<file path="config.mk">
export PLATFORM = sky130hd
export DESIGN_NAME = scs_top
export DESIGN_NICKNAME = d
export VERILOG_FILES = /design/src/scs_pkg.sv /design/src/scs_sync.sv /design/src/scs_top.sv
export SDC_FILE = /design/constraint.sdc
export NUM_CORES = 1
export LEC_CHECK = 0
export BUFFER_PORTS_ARGS = -buffer_cell sky130_fd_sc_hd__buf_2
export CORE_ASPECT_RATIO = 2
export CORE_MARGIN = 1.5
export CORE_UTILIZATION = 48
export CTS_BUF_LIST = sky130_fd_sc_hd__clkbuf_4
export CTS_CLUSTER_SIZE = 12
export DETAILED_ROUTE_END_ITERATION = 7
export PLACE_DENSITY = 0.85
export SLEW_MARGIN = 10
export SYNTH_ARGS = -nofsm -noshare
export SYNTH_HDL_FRONTEND = slang
export SYNTH_SLANG_ARGS = --single-unit
</file>
<file path="constraint.sdc">
create_clock -name clock -period 2.3 [get_ports clock]
set_input_delay 0.115 -clock clock [delete_from_list [all_inputs] [get_ports clock]]
set_output_delay 0.115 -clock clock [all_outputs]
set_load 0.01 [all_outputs]
</file>
<file path="src/scs_pkg.sv">
// Package for the system clock select block: register map, fields, codes.
// Assumes an APB slave with 32-bit data and one word per register.
package scs_pkg;

	// Register byte addresses
	localparam logic [7:0] ADDR_CONTROL = 8'h00;
	localparam logic [7:0] ADDR_STATUS  = 8'h04;
	localparam logic [7:0] ADDR_CONFIG  = 8'h08;
	localparam logic [7:0] ADDR_CURRENT = 8'h0C;

	// Control register fields
	localparam int CTL_PLL_BIT   = 7;
	localparam int CTL_FREQ_HI   = 6;
	localparam int CTL_FREQ_LO   = 3;
	localparam int CTL_SEL_HI    = 1;
	localparam int CTL_SEL_LO    = 0;
	localparam logic [3:0] FREQ_RESET = 4'h7;

	// Status register fields
	localparam int ST_PLL_RDY    = 6;
	localparam int ST_HF_RDY     = 4;
	localparam int ST_LF_RDY     = 1;
	localparam int ST_HF_STABLE  = 0;

	// Clock select codes
	localparam logic [1:0] SEL_CONFIG   = 2'h0;
	localparam logic [1:0] SEL_RESERVED = 2'h1;

	// Configuration source codes
	localparam logic [1:0] SRC_INTERNAL = 2'h0;
	localparam logic [1:0] SRC_EXT_LOW  = 2'h1;
	localparam logic [1:0] SRC_EXT_MED  = 2'h2;
	localparam logic [1:0] SRC_EXT_HIGH = 2'h3;

	// Frequency codes
	localparam logic [3:0] FREQ_16M  = 4'hF;
	localparam logic [3:0] FREQ_8M   = 4'hE;
	localparam logic [3:0] FREQ_4M   = 4'hD;
	localparam logic [3:0] FREQ_2M   = 4'hC;
	localparam logic [3:0] FREQ_1M   = 4'hB;
	localparam logic [3:0] FREQ_500K = 4'hA;
	localparam logic [3:0] FREQ_250K = 4'h9;
	localparam logic [3:0] FREQ_125K = 4'h8;
	localparam logic [3:0] FREQ_500L = 4'h7;
	localparam logic [3:0] FREQ_250L = 4'h6;
	localparam logic [3:0] FREQ_125L = 4'h5;
	localparam logic [3:0] FREQ_62K  = 4'h4;
	localparam logic [3:0] FREQ_31K_HI = 4'h2;

	// Divider ratio log2 from 16 MHz for each high-frequency tap
	localparam logic [3:0] DIV_LOG_16M = 4'h0;
	localparam logic [3:0] DIV_LOG_8M  = 4'h1;
	localparam logic [3:0] DIV_LOG_4M  = 4'h2;
	localparam logic [3:0] DIV_LOG_2M  = 4'h3;
	localparam logic [3:0] DIV_LOG_1M  = 4'h4;
	localparam logic [3:0] DIV_LOG_500K = 4'h5;
	localparam logic [3:0] DIV_LOG_250K = 4'h6;
	localparam logic [3:0] DIV_LOG_125K = 4'h7;
	localparam logic [3:0] DIV_LOG_62K  = 4'h8;
	localparam logic [3:0] DIV_LOG_31K  = 4'h9;

	// Current source codes reported in the current-source register
	localparam logic [2:0] CUR_EXT     = 3'h0;
	localparam logic [2:0] CUR_HF      = 3'h1;
	localparam logic [2:0] CUR_LF      = 3'h2;
	localparam logic [2:0] CUR_PLL     = 3'h3;

	// Switching delays
	localparam int CLK_MHZ          = 125;
	localparam int HF_DELAY_NS      = 2000;
	localparam int HF_DELAY_CYC     = (HF_DELAY_NS * CLK_MHZ) / 1000;
	localparam int POR_DELAY_CYC    = 2;
	localparam int LF_DELAY_CYC     = 2;

	typedef enum logic [1:0] {
		SCS_IDLE  = 2'b00,
		SCS_START = 2'b01,
		SCS_EDGE  = 2'b11
	} scs_state_t;

endpackage

</file>
<file path="src/scs_sync.sv">
// Two-flop synchroniser for one status level.
// Assumes the input may change at any time relative to clock.
`timescale 1ns/1ps
module scs_sync (
	input  wire logic clock,
	input  wire logic rst_b,
	input  wire logic d,
	output logic      q
);
	logic meta_ff;

	always_ff @(posedge clock) begin
		if (!rst_b) begin
			meta_ff <= 1'b0;
			q       <= 1'b0;
		end else begin
			meta_ff <= d;
			q       <= meta_ff;
		end
	end
endmodule

</file>
<file path="src/scs_top.sv">
// System clock select and PLL control with APB registers.
// Assumes analog oscillators report ready and stable levels asynchronously,
// and that the clock multiplexer itself is outside, steered by the outputs.
`timescale 1ns/1ps
module scs_top #(
	parameter int HF_DELAY = scs_pkg::HF_DELAY_CYC
) (
	input  wire logic        clock,
	input  wire logic        rst_b,
	input  wire logic        psel,
	input  wire logic        penable,
	input  wire logic        pwrite,
	input  wire logic [7:0]  paddr,
	input  wire logic [31:0] pwdata,
	output logic             pready,
	output logic [31:0]      prdata,
	output logic             pslverr,
	input  wire logic [1:0]  cfg_clk_source,
	input  wire logic        pll_ready_raw,
	input  wire logic        hf_osc_ready_raw,
	input  wire logic        lf_osc_ready_raw,
	input  wire logic        hf_osc_stable_raw,
	input  wire logic        cur_clk_level,
	output logic [2:0]       src_sel_ff,
	output logic [3:0]       div_log_ff,
	output logic [1:0]       ext_power_ff,
	output logic             pll_on_ff,
	output logic             hf_en_ff,
	output logic             lf_en_ff,
	output logic             switch_busy_ff
);
	logic        pll_enable_ff;
	logic [3:0]  int_freq_select_ff;
	logic [1:0]  sys_clk_select_ff;
	logic        pll_ready;
	logic        hf_osc_ready;
	logic        lf_osc_ready;
	logic        hf_osc_stable;
	logic        clk_lvl_s;
	logic        clk_lvl_d_ff;
	logic [2:0]  nxt_src;
	logic [3:0]  nxt_div;
	logic        nxt_hf;
	logic [15:0] wait_cnt_ff;
	logic [15:0] nxt_wait;
	logic        por_done_ff;
	logic        cfg_ok_ff;
	logic [2:0]  tgt_src_ff;
	logic [3:0]  tgt_div_ff;
	logic        tgt_hf_ff;
	scs_pkg::scs_state_t state_ff;
	logic        access;
	logic        wr_ctl;
	logic [7:0]  ctl_rd;
	logic [7:0]  st_rd;

	assign access = psel && penable;
	assign wr_ctl = access && pwrite && (paddr == scs_pkg::ADDR_CONTROL);

	// Status detectors and the current clock level cross in from the analog side
	scs_sync u_pll (.clock(clock), .rst_b(rst_b), .d(pll_ready_raw),
		.q(pll_ready));
	scs_sync u_hfr (.clock(clock), .rst_b(rst_b), .d(hf_osc_ready_raw),
		.q(hf_osc_ready));
	scs_sync u_lfr (.clock(clock), .rst_b(rst_b), .d(lf_osc_ready_raw),
		.q(lf_osc_ready));
	scs_sync u_hfs (.clock(clock), .rst_b(rst_b), .d(hf_osc_stable_raw),
		.q(hf_osc_stable));
	scs_sync u_clk (.clock(clock), .rst_b(rst_b), .d(cur_clk_level),
		.q(clk_lvl_s));

	// Control register
	always_ff @(posedge clock) begin
		if (!rst_b) begin
			pll_enable_ff      <= 1'b0;
			int_freq_select_ff <= scs_pkg::FREQ_RESET;
			sys_clk_select_ff  <= scs_pkg::SEL_CONFIG;
		end else if (wr_ctl) begin
			pll_enable_ff      <= pwdata[scs_pkg::CTL_PLL_BIT];
			int_freq_select_ff <=
				pwdata[scs_pkg::CTL_FREQ_HI:scs_pkg::CTL_FREQ_LO];
			// Reserved 01 is kept as written but treated like 00
			sys_clk_select_ff  <=
				pwdata[scs_pkg::CTL_SEL_HI:scs_pkg::CTL_SEL_LO];
		end
	end

	// Configuration source is caught once after reset release
	always_ff @(posedge clock) begin
		if (!rst_b) begin
			cfg_ok_ff    <= 1'b0;
			ext_power_ff <= scs_pkg::SRC_INTERNAL;
		end else if (!cfg_ok_ff) begin
			cfg_ok_ff    <= 1'b1;
			ext_power_ff <= cfg_clk_source;
		end
	end

	// Decode of the target source and divider tap
	always_comb begin
		nxt_src = scs_pkg::CUR_HF;
		nxt_div = scs_pkg::DIV_LOG_500K;
		if (!sys_clk_select_ff[scs_pkg::CTL_SEL_HI] &&
		    ext_power_ff != scs_pkg::SRC_INTERNAL) begin
			nxt_src = scs_pkg::CUR_EXT;
		end else begin
			case (int_freq_select_ff)
			scs_pkg::FREQ_16M:  nxt_div = scs_pkg::DIV_LOG_16M;
			scs_pkg::FREQ_8M:   nxt_div = scs_pkg::DIV_LOG_8M;
			scs_pkg::FREQ_4M:   nxt_div = scs_pkg::DIV_LOG_4M;
			scs_pkg::FREQ_2M:   nxt_div = scs_pkg::DIV_LOG_2M;
			scs_pkg::FREQ_1M:   nxt_div = scs_pkg::DIV_LOG_1M;
			scs_pkg::FREQ_500K,
			scs_pkg::FREQ_500L: nxt_div = scs_pkg::DIV_LOG_500K;
			scs_pkg::FREQ_250K,
			scs_pkg::FREQ_250L: nxt_div = scs_pkg::DIV_LOG_250K;
			scs_pkg::FREQ_125K,
			scs_pkg::FREQ_125L: nxt_div = scs_pkg::DIV_LOG_125K;
			scs_pkg::FREQ_62K:  nxt_div = scs_pkg::DIV_LOG_62K;
			scs_pkg::FREQ_31K_HI,
			4'h3:               nxt_div = scs_pkg::DIV_LOG_31K;
			default: begin
				nxt_src = scs_pkg::CUR_LF;
				nxt_div = scs_pkg::DIV_LOG_16M;
			end
			endcase
			// PLL only on the configured internal path with select 00
			if (!sys_clk_select_ff[scs_pkg::CTL_SEL_HI] && pll_enable_ff &&
			    int_freq_select_ff == scs_pkg::FREQ_8M) begin
				nxt_src = scs_pkg::CUR_PLL;
			end
		end
		nxt_hf = (nxt_src == scs_pkg::CUR_HF) || (nxt_src == scs_pkg::CUR_PLL);
	end

	// Switch sequencer: start-up delay, then a falling edge of the clock
	always_comb begin
		nxt_wait = 16'h0000;
		if (!por_done_ff)
			nxt_wait = 16'(scs_pkg::POR_DELAY_CYC);
		else if (nxt_hf && !hf_en_ff)
			nxt_wait = 16'(HF_DELAY);
		else if (nxt_src == scs_pkg::CUR_LF && nxt_src != src_sel_ff)
			nxt_wait = 16'(scs_pkg::LF_DELAY_CYC);
	end

	always_ff @(posedge clock) begin
		if (!rst_b) begin
			state_ff    <= scs_pkg::SCS_IDLE;
			wait_cnt_ff <= 16'h0000;
			tgt_src_ff  <= scs_pkg::CUR_HF;
			tgt_div_ff  <= scs_pkg::DIV_LOG_500K;
			tgt_hf_ff   <= 1'b1;
			por_done_ff <= 1'b0;
			clk_lvl_d_ff <= 1'b0;
		end else begin
			clk_lvl_d_ff <= clk_lvl_s;
			case (state_ff)
			scs_pkg::SCS_IDLE: begin
				if (cfg_ok_ff && (!por_done_ff || nxt_src != src_sel_ff ||
				    nxt_div != div_log_ff)) begin
					tgt_src_ff  <= nxt_src;
					tgt_div_ff  <= nxt_div;
					tgt_hf_ff   <= nxt_hf;
					wait_cnt_ff <= nxt_wait;
					por_done_ff <= 1'b1;
					state_ff    <= scs_pkg::SCS_START;
				end
			end
			scs_pkg::SCS_START: begin
				if (wait_cnt_ff == 16'h0000)
					state_ff <= scs_pkg::SCS_EDGE;
				else
					wait_cnt_ff <= wait_cnt_ff - 16'h0001;
			end
			scs_pkg::SCS_EDGE: begin
				if (clk_lvl_d_ff && !clk_lvl_s)
					state_ff <= scs_pkg::SCS_IDLE;
			end
			default: state_ff <= scs_pkg::SCS_IDLE;
			endcase
		end
	end

	// Mux steering is updated only when the switch completes
	always_ff @(posedge clock) begin
		if (!rst_b) begin
			src_sel_ff     <= scs_pkg::CUR_HF;
			div_log_ff     <= scs_pkg::DIV_LOG_500K;
			pll_on_ff      <= 1'b0;
			switch_busy_ff <= 1'b1;
		end else begin
			switch_busy_ff <= (state_ff != scs_pkg::SCS_IDLE) ||
				!por_done_ff;
			if (state_ff == scs_pkg::SCS_EDGE && clk_lvl_d_ff && !clk_lvl_s) begin
				src_sel_ff <= tgt_src_ff;
				div_log_ff <= tgt_div_ff;
				pll_on_ff  <= (tgt_src_ff == scs_pkg::CUR_PLL);
			end
		end
	end

	// Oscillator enables: target one starts early, old one stops after
	always_ff @(posedge clock) begin
		if (!rst_b) begin
			hf_en_ff <= 1'b1;
			lf_en_ff <= 1'b0;
		end else if (state_ff == scs_pkg::SCS_START) begin
			hf_en_ff <= hf_en_ff || tgt_hf_ff;
			lf_en_ff <= lf_en_ff || (tgt_src_ff == scs_pkg::CUR_LF);
		end else if (state_ff == scs_pkg::SCS_IDLE) begin
			hf_en_ff <= src_sel_ff == scs_pkg::CUR_HF ||
				src_sel_ff == scs_pkg::CUR_PLL;
			lf_en_ff <= src_sel_ff == scs_pkg::CUR_LF;
		end
	end

	// Read data
	always_comb begin
		ctl_rd = 8'h00;
		ctl_rd[scs_pkg::CTL_PLL_BIT] = pll_enable_ff;
		ctl_rd[scs_pkg::CTL_FREQ_HI:scs_pkg::CTL_FREQ_LO] = int_freq_select_ff;
		ctl_rd[scs_pkg::CTL_SEL_HI:scs_pkg::CTL_SEL_LO] = sys_clk_select_ff;
		st_rd = 8'h00;
		st_rd[scs_pkg::ST_PLL_RDY]   = pll_ready;
		st_rd[scs_pkg::ST_HF_RDY]    = hf_osc_ready;
		st_rd[scs_pkg::ST_LF_RDY]    = lf_osc_ready;
		st_rd[scs_pkg::ST_HF_STABLE] = hf_osc_stable;
	end

	// APB slave: no wait state, pready is high in the first access cycle and read data comes from a flop
	always_ff @(posedge clock) begin
		if (!rst_b) begin
			pready  <= 1'b0;
			prdata  <= 32'h0000_0000;
			pslverr <= 1'b0;
		end else if (psel && !penable) begin
			pready  <= 1'b1;
			pslverr <= 1'b0;
			prdata  <= 32'h0000_0000;
			case (paddr)
			scs_pkg::ADDR_CONTROL: prdata <= {24'h000000, ctl_rd};
			scs_pkg::ADDR_STATUS:  prdata <= {24'h000000, st_rd};
			scs_pkg::ADDR_CONFIG:  prdata <= {30'h0, ext_power_ff};
			scs_pkg::ADDR_CURRENT: prdata <= {24'h0, switch_busy_ff,
				div_log_ff, src_sel_ff};
			default: pslverr <= 1'b1;
			endcase
		end else begin
			pready  <= 1'b0;
			pslverr <= 1'b0;
		end
	end
endmodule

</file>
After elaboration in Yosys (flattened, before gate mapping)
Index checks and enable logic that the tools add are counted.

operators by class
  equality and inequality tests = 33
  $add $sub $neg = 1
  mux-type cells = 23
  reduce and logical (&&, ||, !) cells = 41
  divide/modulo/power cells = 0
  shift-type cells = 0
  bitwise operators = 0
  $mul = 0
  magnitude comparators = 0

operators with widths
  operator                                             number
  case mux 4 bit (9 select lines)                      1
  == test 4 bit (second input constant)                8
  two-way mux 16 bit                                   2
  case mux 16 bit (2 select lines)                     1
  case mux 8 bit (4 select lines)                      1
  == test 3 x 2 -> 1 bit (second input constant)       6
  == test 4 x 3 -> 1 bit (second input constant)       4
  == test 8 x 4 -> 1 bit (second input constant)       2
  zero test 16 bit                                     1
  two-way mux 8 bit                                    2
  subtractor 16 x 1 -> 16 bit (second input constant)  1
  OR reduction 14 bit                                  1
  logical AND 1 bit                                    13
  two-way mux 2 bit                                    5
  == test 4 x 2 -> 1 bit (second input constant)       2
  == test 8 x 3 -> 1 bit (second input constant)       1
  zero test 8 bit                                      1
  inequality test 2 bit (second input constant)        4
  OR reduction 2 bit                                   4
  logical OR 1 bit                                     7
  two-way mux 1 bit                                    7
  == test 3 x 1 -> 1 bit (second input constant)       2
  two-way mux 3 bit                                    2
  case mux 2 bit (3 select lines)                      1
  other kinds (11)                                     19

storage, ports and cells
  memory bits (read-only) = 0
  bits in registers = 93
  memories kept = 0
  output and inout bits = 47
  RAM bits = 0
  bits in latches = 0

Logic depth before layout (Yosys ltp)
  depth in word-level cells = 12
  gate-level depth with buffers = 9
  gate-level depth less buffers = 9

Modules after synthesis
Synthesis repeated with hierarchy kept, for this count alone.

second synthesis, totals
  cell total of the unflattened synthesis = 376
  area total of the unflattened synthesis = 3164.3 um2

by module, submodules not included
  module    instances  area an instance (um2)  cells each
  scs_top   1          2901.5                  356
  scs_sync  5          52.6                    4

Worst setup path after synthesis
OpenSTA, ideal clock, no wires.

  path kind = register to register
  from = register int_freq_select_ff[2]
  to = register wait_cnt_ff[6]
  data required time = 2.184 ns
  arrival = 1.985 ns
  path buffers = 1
  slack = 0.200 ns
  period minus slack after synthesis = 2.100 ns
  cell stages (with the launch flop) = 9
  cells stage by stage = dfxtp_1 > or3b_1 > a21oi_4 > xor2_2 > o41ai_4 > a31o_1 > buf_6 > nand3_1 > a31o_1

between the ends
  longest elaborated chain between the ends = 12

RTL lines
  item                                                                     RTL line                        RTL
  start: declaration                                                       scs_top.sv:33                   logic [3:0] int_freq_select_ff;
  start signal: assignment                                                 scs_top.sv:76                   int_freq_select_ff <= scs_pkg::FREQ_RESET;
  start signal: assignment                                                 scs_top.sv:80                   int_freq_select_ff <=
  == test 4 bit, or another cell as far along                              scs_top.sv:107, scs_top.sv:129
  OR reduction 14 bit (no line)                                            n/a
  two-way mux 2 bit                                                        scs_top.sv:107                  case (int_freq_select_ff)
  two-way mux 3 bit                                                        scs_top.sv:128                  if (!sys_clk_select_ff[scs_pkg::CTL_SEL_HI] && pll_enable_ff &&
  two-way mux 3 bit                                                        scs_top.sv:103                  if (!sys_clk_select_ff[scs_pkg::CTL_SEL_HI] &&
  == test 3 x 1 -> 1 bit / == test 3 x 2 -> 1 bit (equally long branches)  scs_top.sv:133                  nxt_hf = (nxt_src == scs_pkg::CUR_HF) || (nxt_src == scs_pkg::CUR_PLL);
  logical OR 1 bit                                                         scs_top.sv:133
  logical AND 1 bit                                                        scs_top.sv:141                  else if (nxt_hf && !hf_en_ff)
  two-way mux 8 bit                                                        scs_top.sv:141
  two-way mux 8 bit                                                        scs_top.sv:139                  if (!por_done_ff)
  two-way mux 16 bit                                                       scs_top.sv:160                  if (cfg_ok_ff && (!por_done_ff || nxt_src != src_sel_ff ||
  case mux 16 bit (2 select lines)                                         scs_top.sv:158                  case (state_ff)
  end signal: assignment                                                   scs_top.sv:165                  wait_cnt_ff <= nxt_wait;
  end signal: assignment                                                   scs_top.sv:174                  wait_cnt_ff <= wait_cnt_ff - 16'h0001;
  end: declaration                                                         scs_top.sv:44                   logic [15:0] wait_cnt_ff;

Parallel ways exist; a longest one is shown, timed or not. The select of a mux whose other input is x is not followed.
A chain may end at the register's enable or synchronous reset.

Final worst setup path
  from = register int_freq_select_ff[2]
  to = register tgt_src_ff[0]

between the ends
  longest elaborated chain between the ends = 10

RTL lines
  item                                         RTL line                        RTL
  == test 4 bit, or another cell as far along  scs_top.sv:107, scs_top.sv:129
  OR reduction 14 bit (no line)                n/a
  two-way mux 2 bit                            scs_top.sv:107
  two-way mux 3 bit                            scs_top.sv:128
  two-way mux 3 bit                            scs_top.sv:103
  inequality test 3 bit                        scs_top.sv:160
  logical OR 1 bit (2 in series)               scs_top.sv:160
  logical AND 1 bit                            scs_top.sv:160
  AND reduction 2 bit (no line)                n/a
  end signal: assignment                       scs_top.sv:151                  tgt_src_ff <= scs_pkg::CUR_HF;
  end signal: assignment                       scs_top.sv:162                  tgt_src_ff <= nxt_src;
  end: declaration                             scs_top.sv:48                   logic [2:0] tgt_src_ff;

Parallel ways exist; a longest one is shown, timed or not.

==> metrics.cfg <==
[status]
status=completed

[global_route]
grt_overflow=0
grt.met1_usage_pct=20.6
antenna_found_initial=0
grt_usage_pct=23.4
grt_max_degree=34
busiest_layer=met2
met2_usage_pct=43.0
grt_first_pass_wirelength_um=12800
grt_pass1_vias=2859
use_met3_pct=6.51

[floorplan]
core_area_sq_um=6570
die_h_um=119
die_w_um=61.2
io_pins=99
initial_core_util_pct=49.6
die_area_sq_um=7320
rows=42

[worst_hold_path]
hp-class=in2reg
whs_path_depth=4

[final_layout]
finalNonFillerCells=556
layout_commonest_cell=dfxtp_1
area_growth_pct=25.0
final_cell_mix=61 x dfxtp_1, 47 x buf_2, 44 x nor2_1
layout.nets=516
num_antenna_cells=0
drive_gt1_share_pct=29.9

[route]
vias_per_cell=5.46
antenna_left=0
dr.pass1.iters=6
drt-total-wl_um=8360
drt_iter0_drc=174
vias=3034
routedWlPerCell_um=15.0
drc=0

[yosys]
synth.largest_area_cell=dfxtp_1
yosysWarningCount=0
ys_seq_area_share_pct=40.0
synthCells=382
synth_top_area_share_pct=40.0
ys_ff_latch=65
async_flop_share_pct=0
avgSynthCellArea_sq_um=8.52
synth-edff-count=0
yosys.cell_types.count=66
synth_area_sq_um=3260
synth_area_leaders=dfxtp_1 40%, buf_4 6.0%, nor2_1 5.3%
synth-main-ff-cell=dfxtp_1

[sta]
setup_tns_ns=0
whs_ns=0.0916
setup_viol=0
relSlewSlack_pct=66.4
rsz0062_at_grt=true
drv_slew=0
period_share_pct=97.6
hold_violations=0
fmax_ghz=0.445
min_period_ns=2.25
setup_ws_ns=0.0543
worstMarginPinSlew_ns=0.504
skew_ns=0.0159

[run]
drv_cap=0

[critical_path]
cp-end-kind=flip-flop
slowest_delay_ns=0.45
reg2reg_depth=8
startpoint_type=flip-flop
crit_arrival_ns=2.59
crit_path_cell_trace=buf_4 -> buf_4 -> or3_2 -> nand4_1 -> a31oi_4 -> a31o_4 -> buf_4 -> a211o_1
crit_type=reg2reg
worstPathRequired_ns=2.64
path_common_cell=buf_4
cpMaxStageDelayCell=or3_2
cp_max_fo=5

[place]
pre_cts_slack_ns=0.00392
gp_congestion=0.898
placed_cells=521
post-dp-hpwl_um=5750
io_buffers=47

[clock_network]
clkLatencyLatePin_ns=0.45
clockRootBuffer=clkbuf_4
numCtsBuffers=9
cts.sinks=65
clk_pin_slew_worst_paths_ns=0.12
cts_max_level=3
cts_buffer_depth=2
cts_tree=yes

[pwr]
p_total_mw=3.56
power_density_nw_per_um2=876
irDropWorstVdd_v=0.000655
p_leak_nw=1.75

## cell type report
class	count	area, sq um
sequential	65	1310
multi-input combinational	290	1860
inverter	8	30.0
fill	518	2500
clock buffer	9	67.6
clock inverter	7	103
tap	88	110
timing repair buffer	89	586
## timing repair
action	4_1_cts	5_1_grt
setup buffers	0	5
gates resized for setup	3	30
pin swaps	0	13
endpoints found under the hold margin	14	0
cloned	0	0
setup endpoints to repair	7	22
hold buffers	14	0
## cells in the mapped netlist, types with 2 or more instances
| cell | count |
|---|---|
| nand2_1 | 41 |
| and3_1 | 3 |
| nor4_1 | 4 |
| inv_1 | 7 |
| nand2b_1 | 4 |
| o22ai_1 | 2 |
| o31ai_1 | 2 |
| or4_1 | 4 |
| a22oi_1 | 5 |
| a31o_1 | 2 |
| o21ai_1 | 2 |
| mux2i_1 | 13 |
| buf_2 | 2 |
| o211ai_1 | 3 |
| nand4_1 | 2 |
| nand3_1 | 11 |
| o21ai_0 | 8 |
| xnor2_1 | 8 |
| xor2_1 | 3 |
| a311oi_1 | 2 |
| dfxtp_1 | 65 |
| buf_1 | 2 |
| clkbuf_1 | 11 |
| and2_1 | 14 |
| nor3_2 | 2 |
| nor3_1 | 10 |
| a31o_2 | 5 |
| a31oi_1 | 5 |
| mux4_2 | 2 |
| a21oi_1 | 29 |
| buf_6 | 2 |
| buf_4 | 26 |
| nor4bb_1 | 2 |
| nor2_1 | 46 |
| or2_2 | 2 |
## cells by family after synthesis
| logic type | Yosys count | synth area share, % |
|---|---|---|
| simple gates | 156 | 23.8 |
| compound gates | 79 | 16.7 |
| flops | 65 | 40.0 |
| buf+inv | 52 | 9.84 |
| mux | 16 | 5.73 |
| xor+xnor | 12 | 3.46 |
| fa+ha+maj | 1 | 0.384 |
| other cells | 1 | 0.115 |
## worst paths after layout
check / slack [ns] / to / startpoint
min reg2reg: 0.44 / switch_busy_ff / por_done_ff
min: 0.09 / pslverr / paddr[0]
max reg2reg: 0.05 / tgt_src_ff[0] / int_freq_select_ff[2]
max: 0.05 / tgt_src_ff[0] / int_freq_select_ff[2]
## layer usage
metal  wire (um)  vias up
met3         420       33
met1        2710     1421
met2        4820      127
met4         407        0
li1            -     1453
met5           0        -
## flip-flops by register name, indices dropped and copies added, names as in the netlist, 2 cells and up
register,count
ext_power_ff,2
wait_cnt_ff,16
src_sel_ff,2
tgt_src_ff,2
tgt_div_ff,4
state_ff,2
sys_clk_select_ff,2
div_log_ff,4
prdata,7
int_freq_select_ff,4
## report_power, final
part | internal (mW) | switching, mW | total (mW)
logic | 0.583 | 0.698 | 1.28
clock network | 0.451 | 0.466 | 0.916
registers | 1.24 | 0.125 | 1.37
## critical path, delay by kind of cell (launching register included)
| kind | cells | cell delay (ns) |
|---|---|---|
| AOI/OAI and AO/OA | 3 | 0.72 |
| buffers and inverters | 3 | 0.43 |
| and+or+nand+nor | 2 | 0.62 |
| DFF | 1 | 0.38 |
## through the flow
step	cell area (sq um)	util, %
global route	4070	61.9
global placement	3580	54.5
CTS	3900	59.3
finish	4070	61.9
detailed placement	3580	54.5
floorplan	3350	-
(Power assumes the default switching activity.)
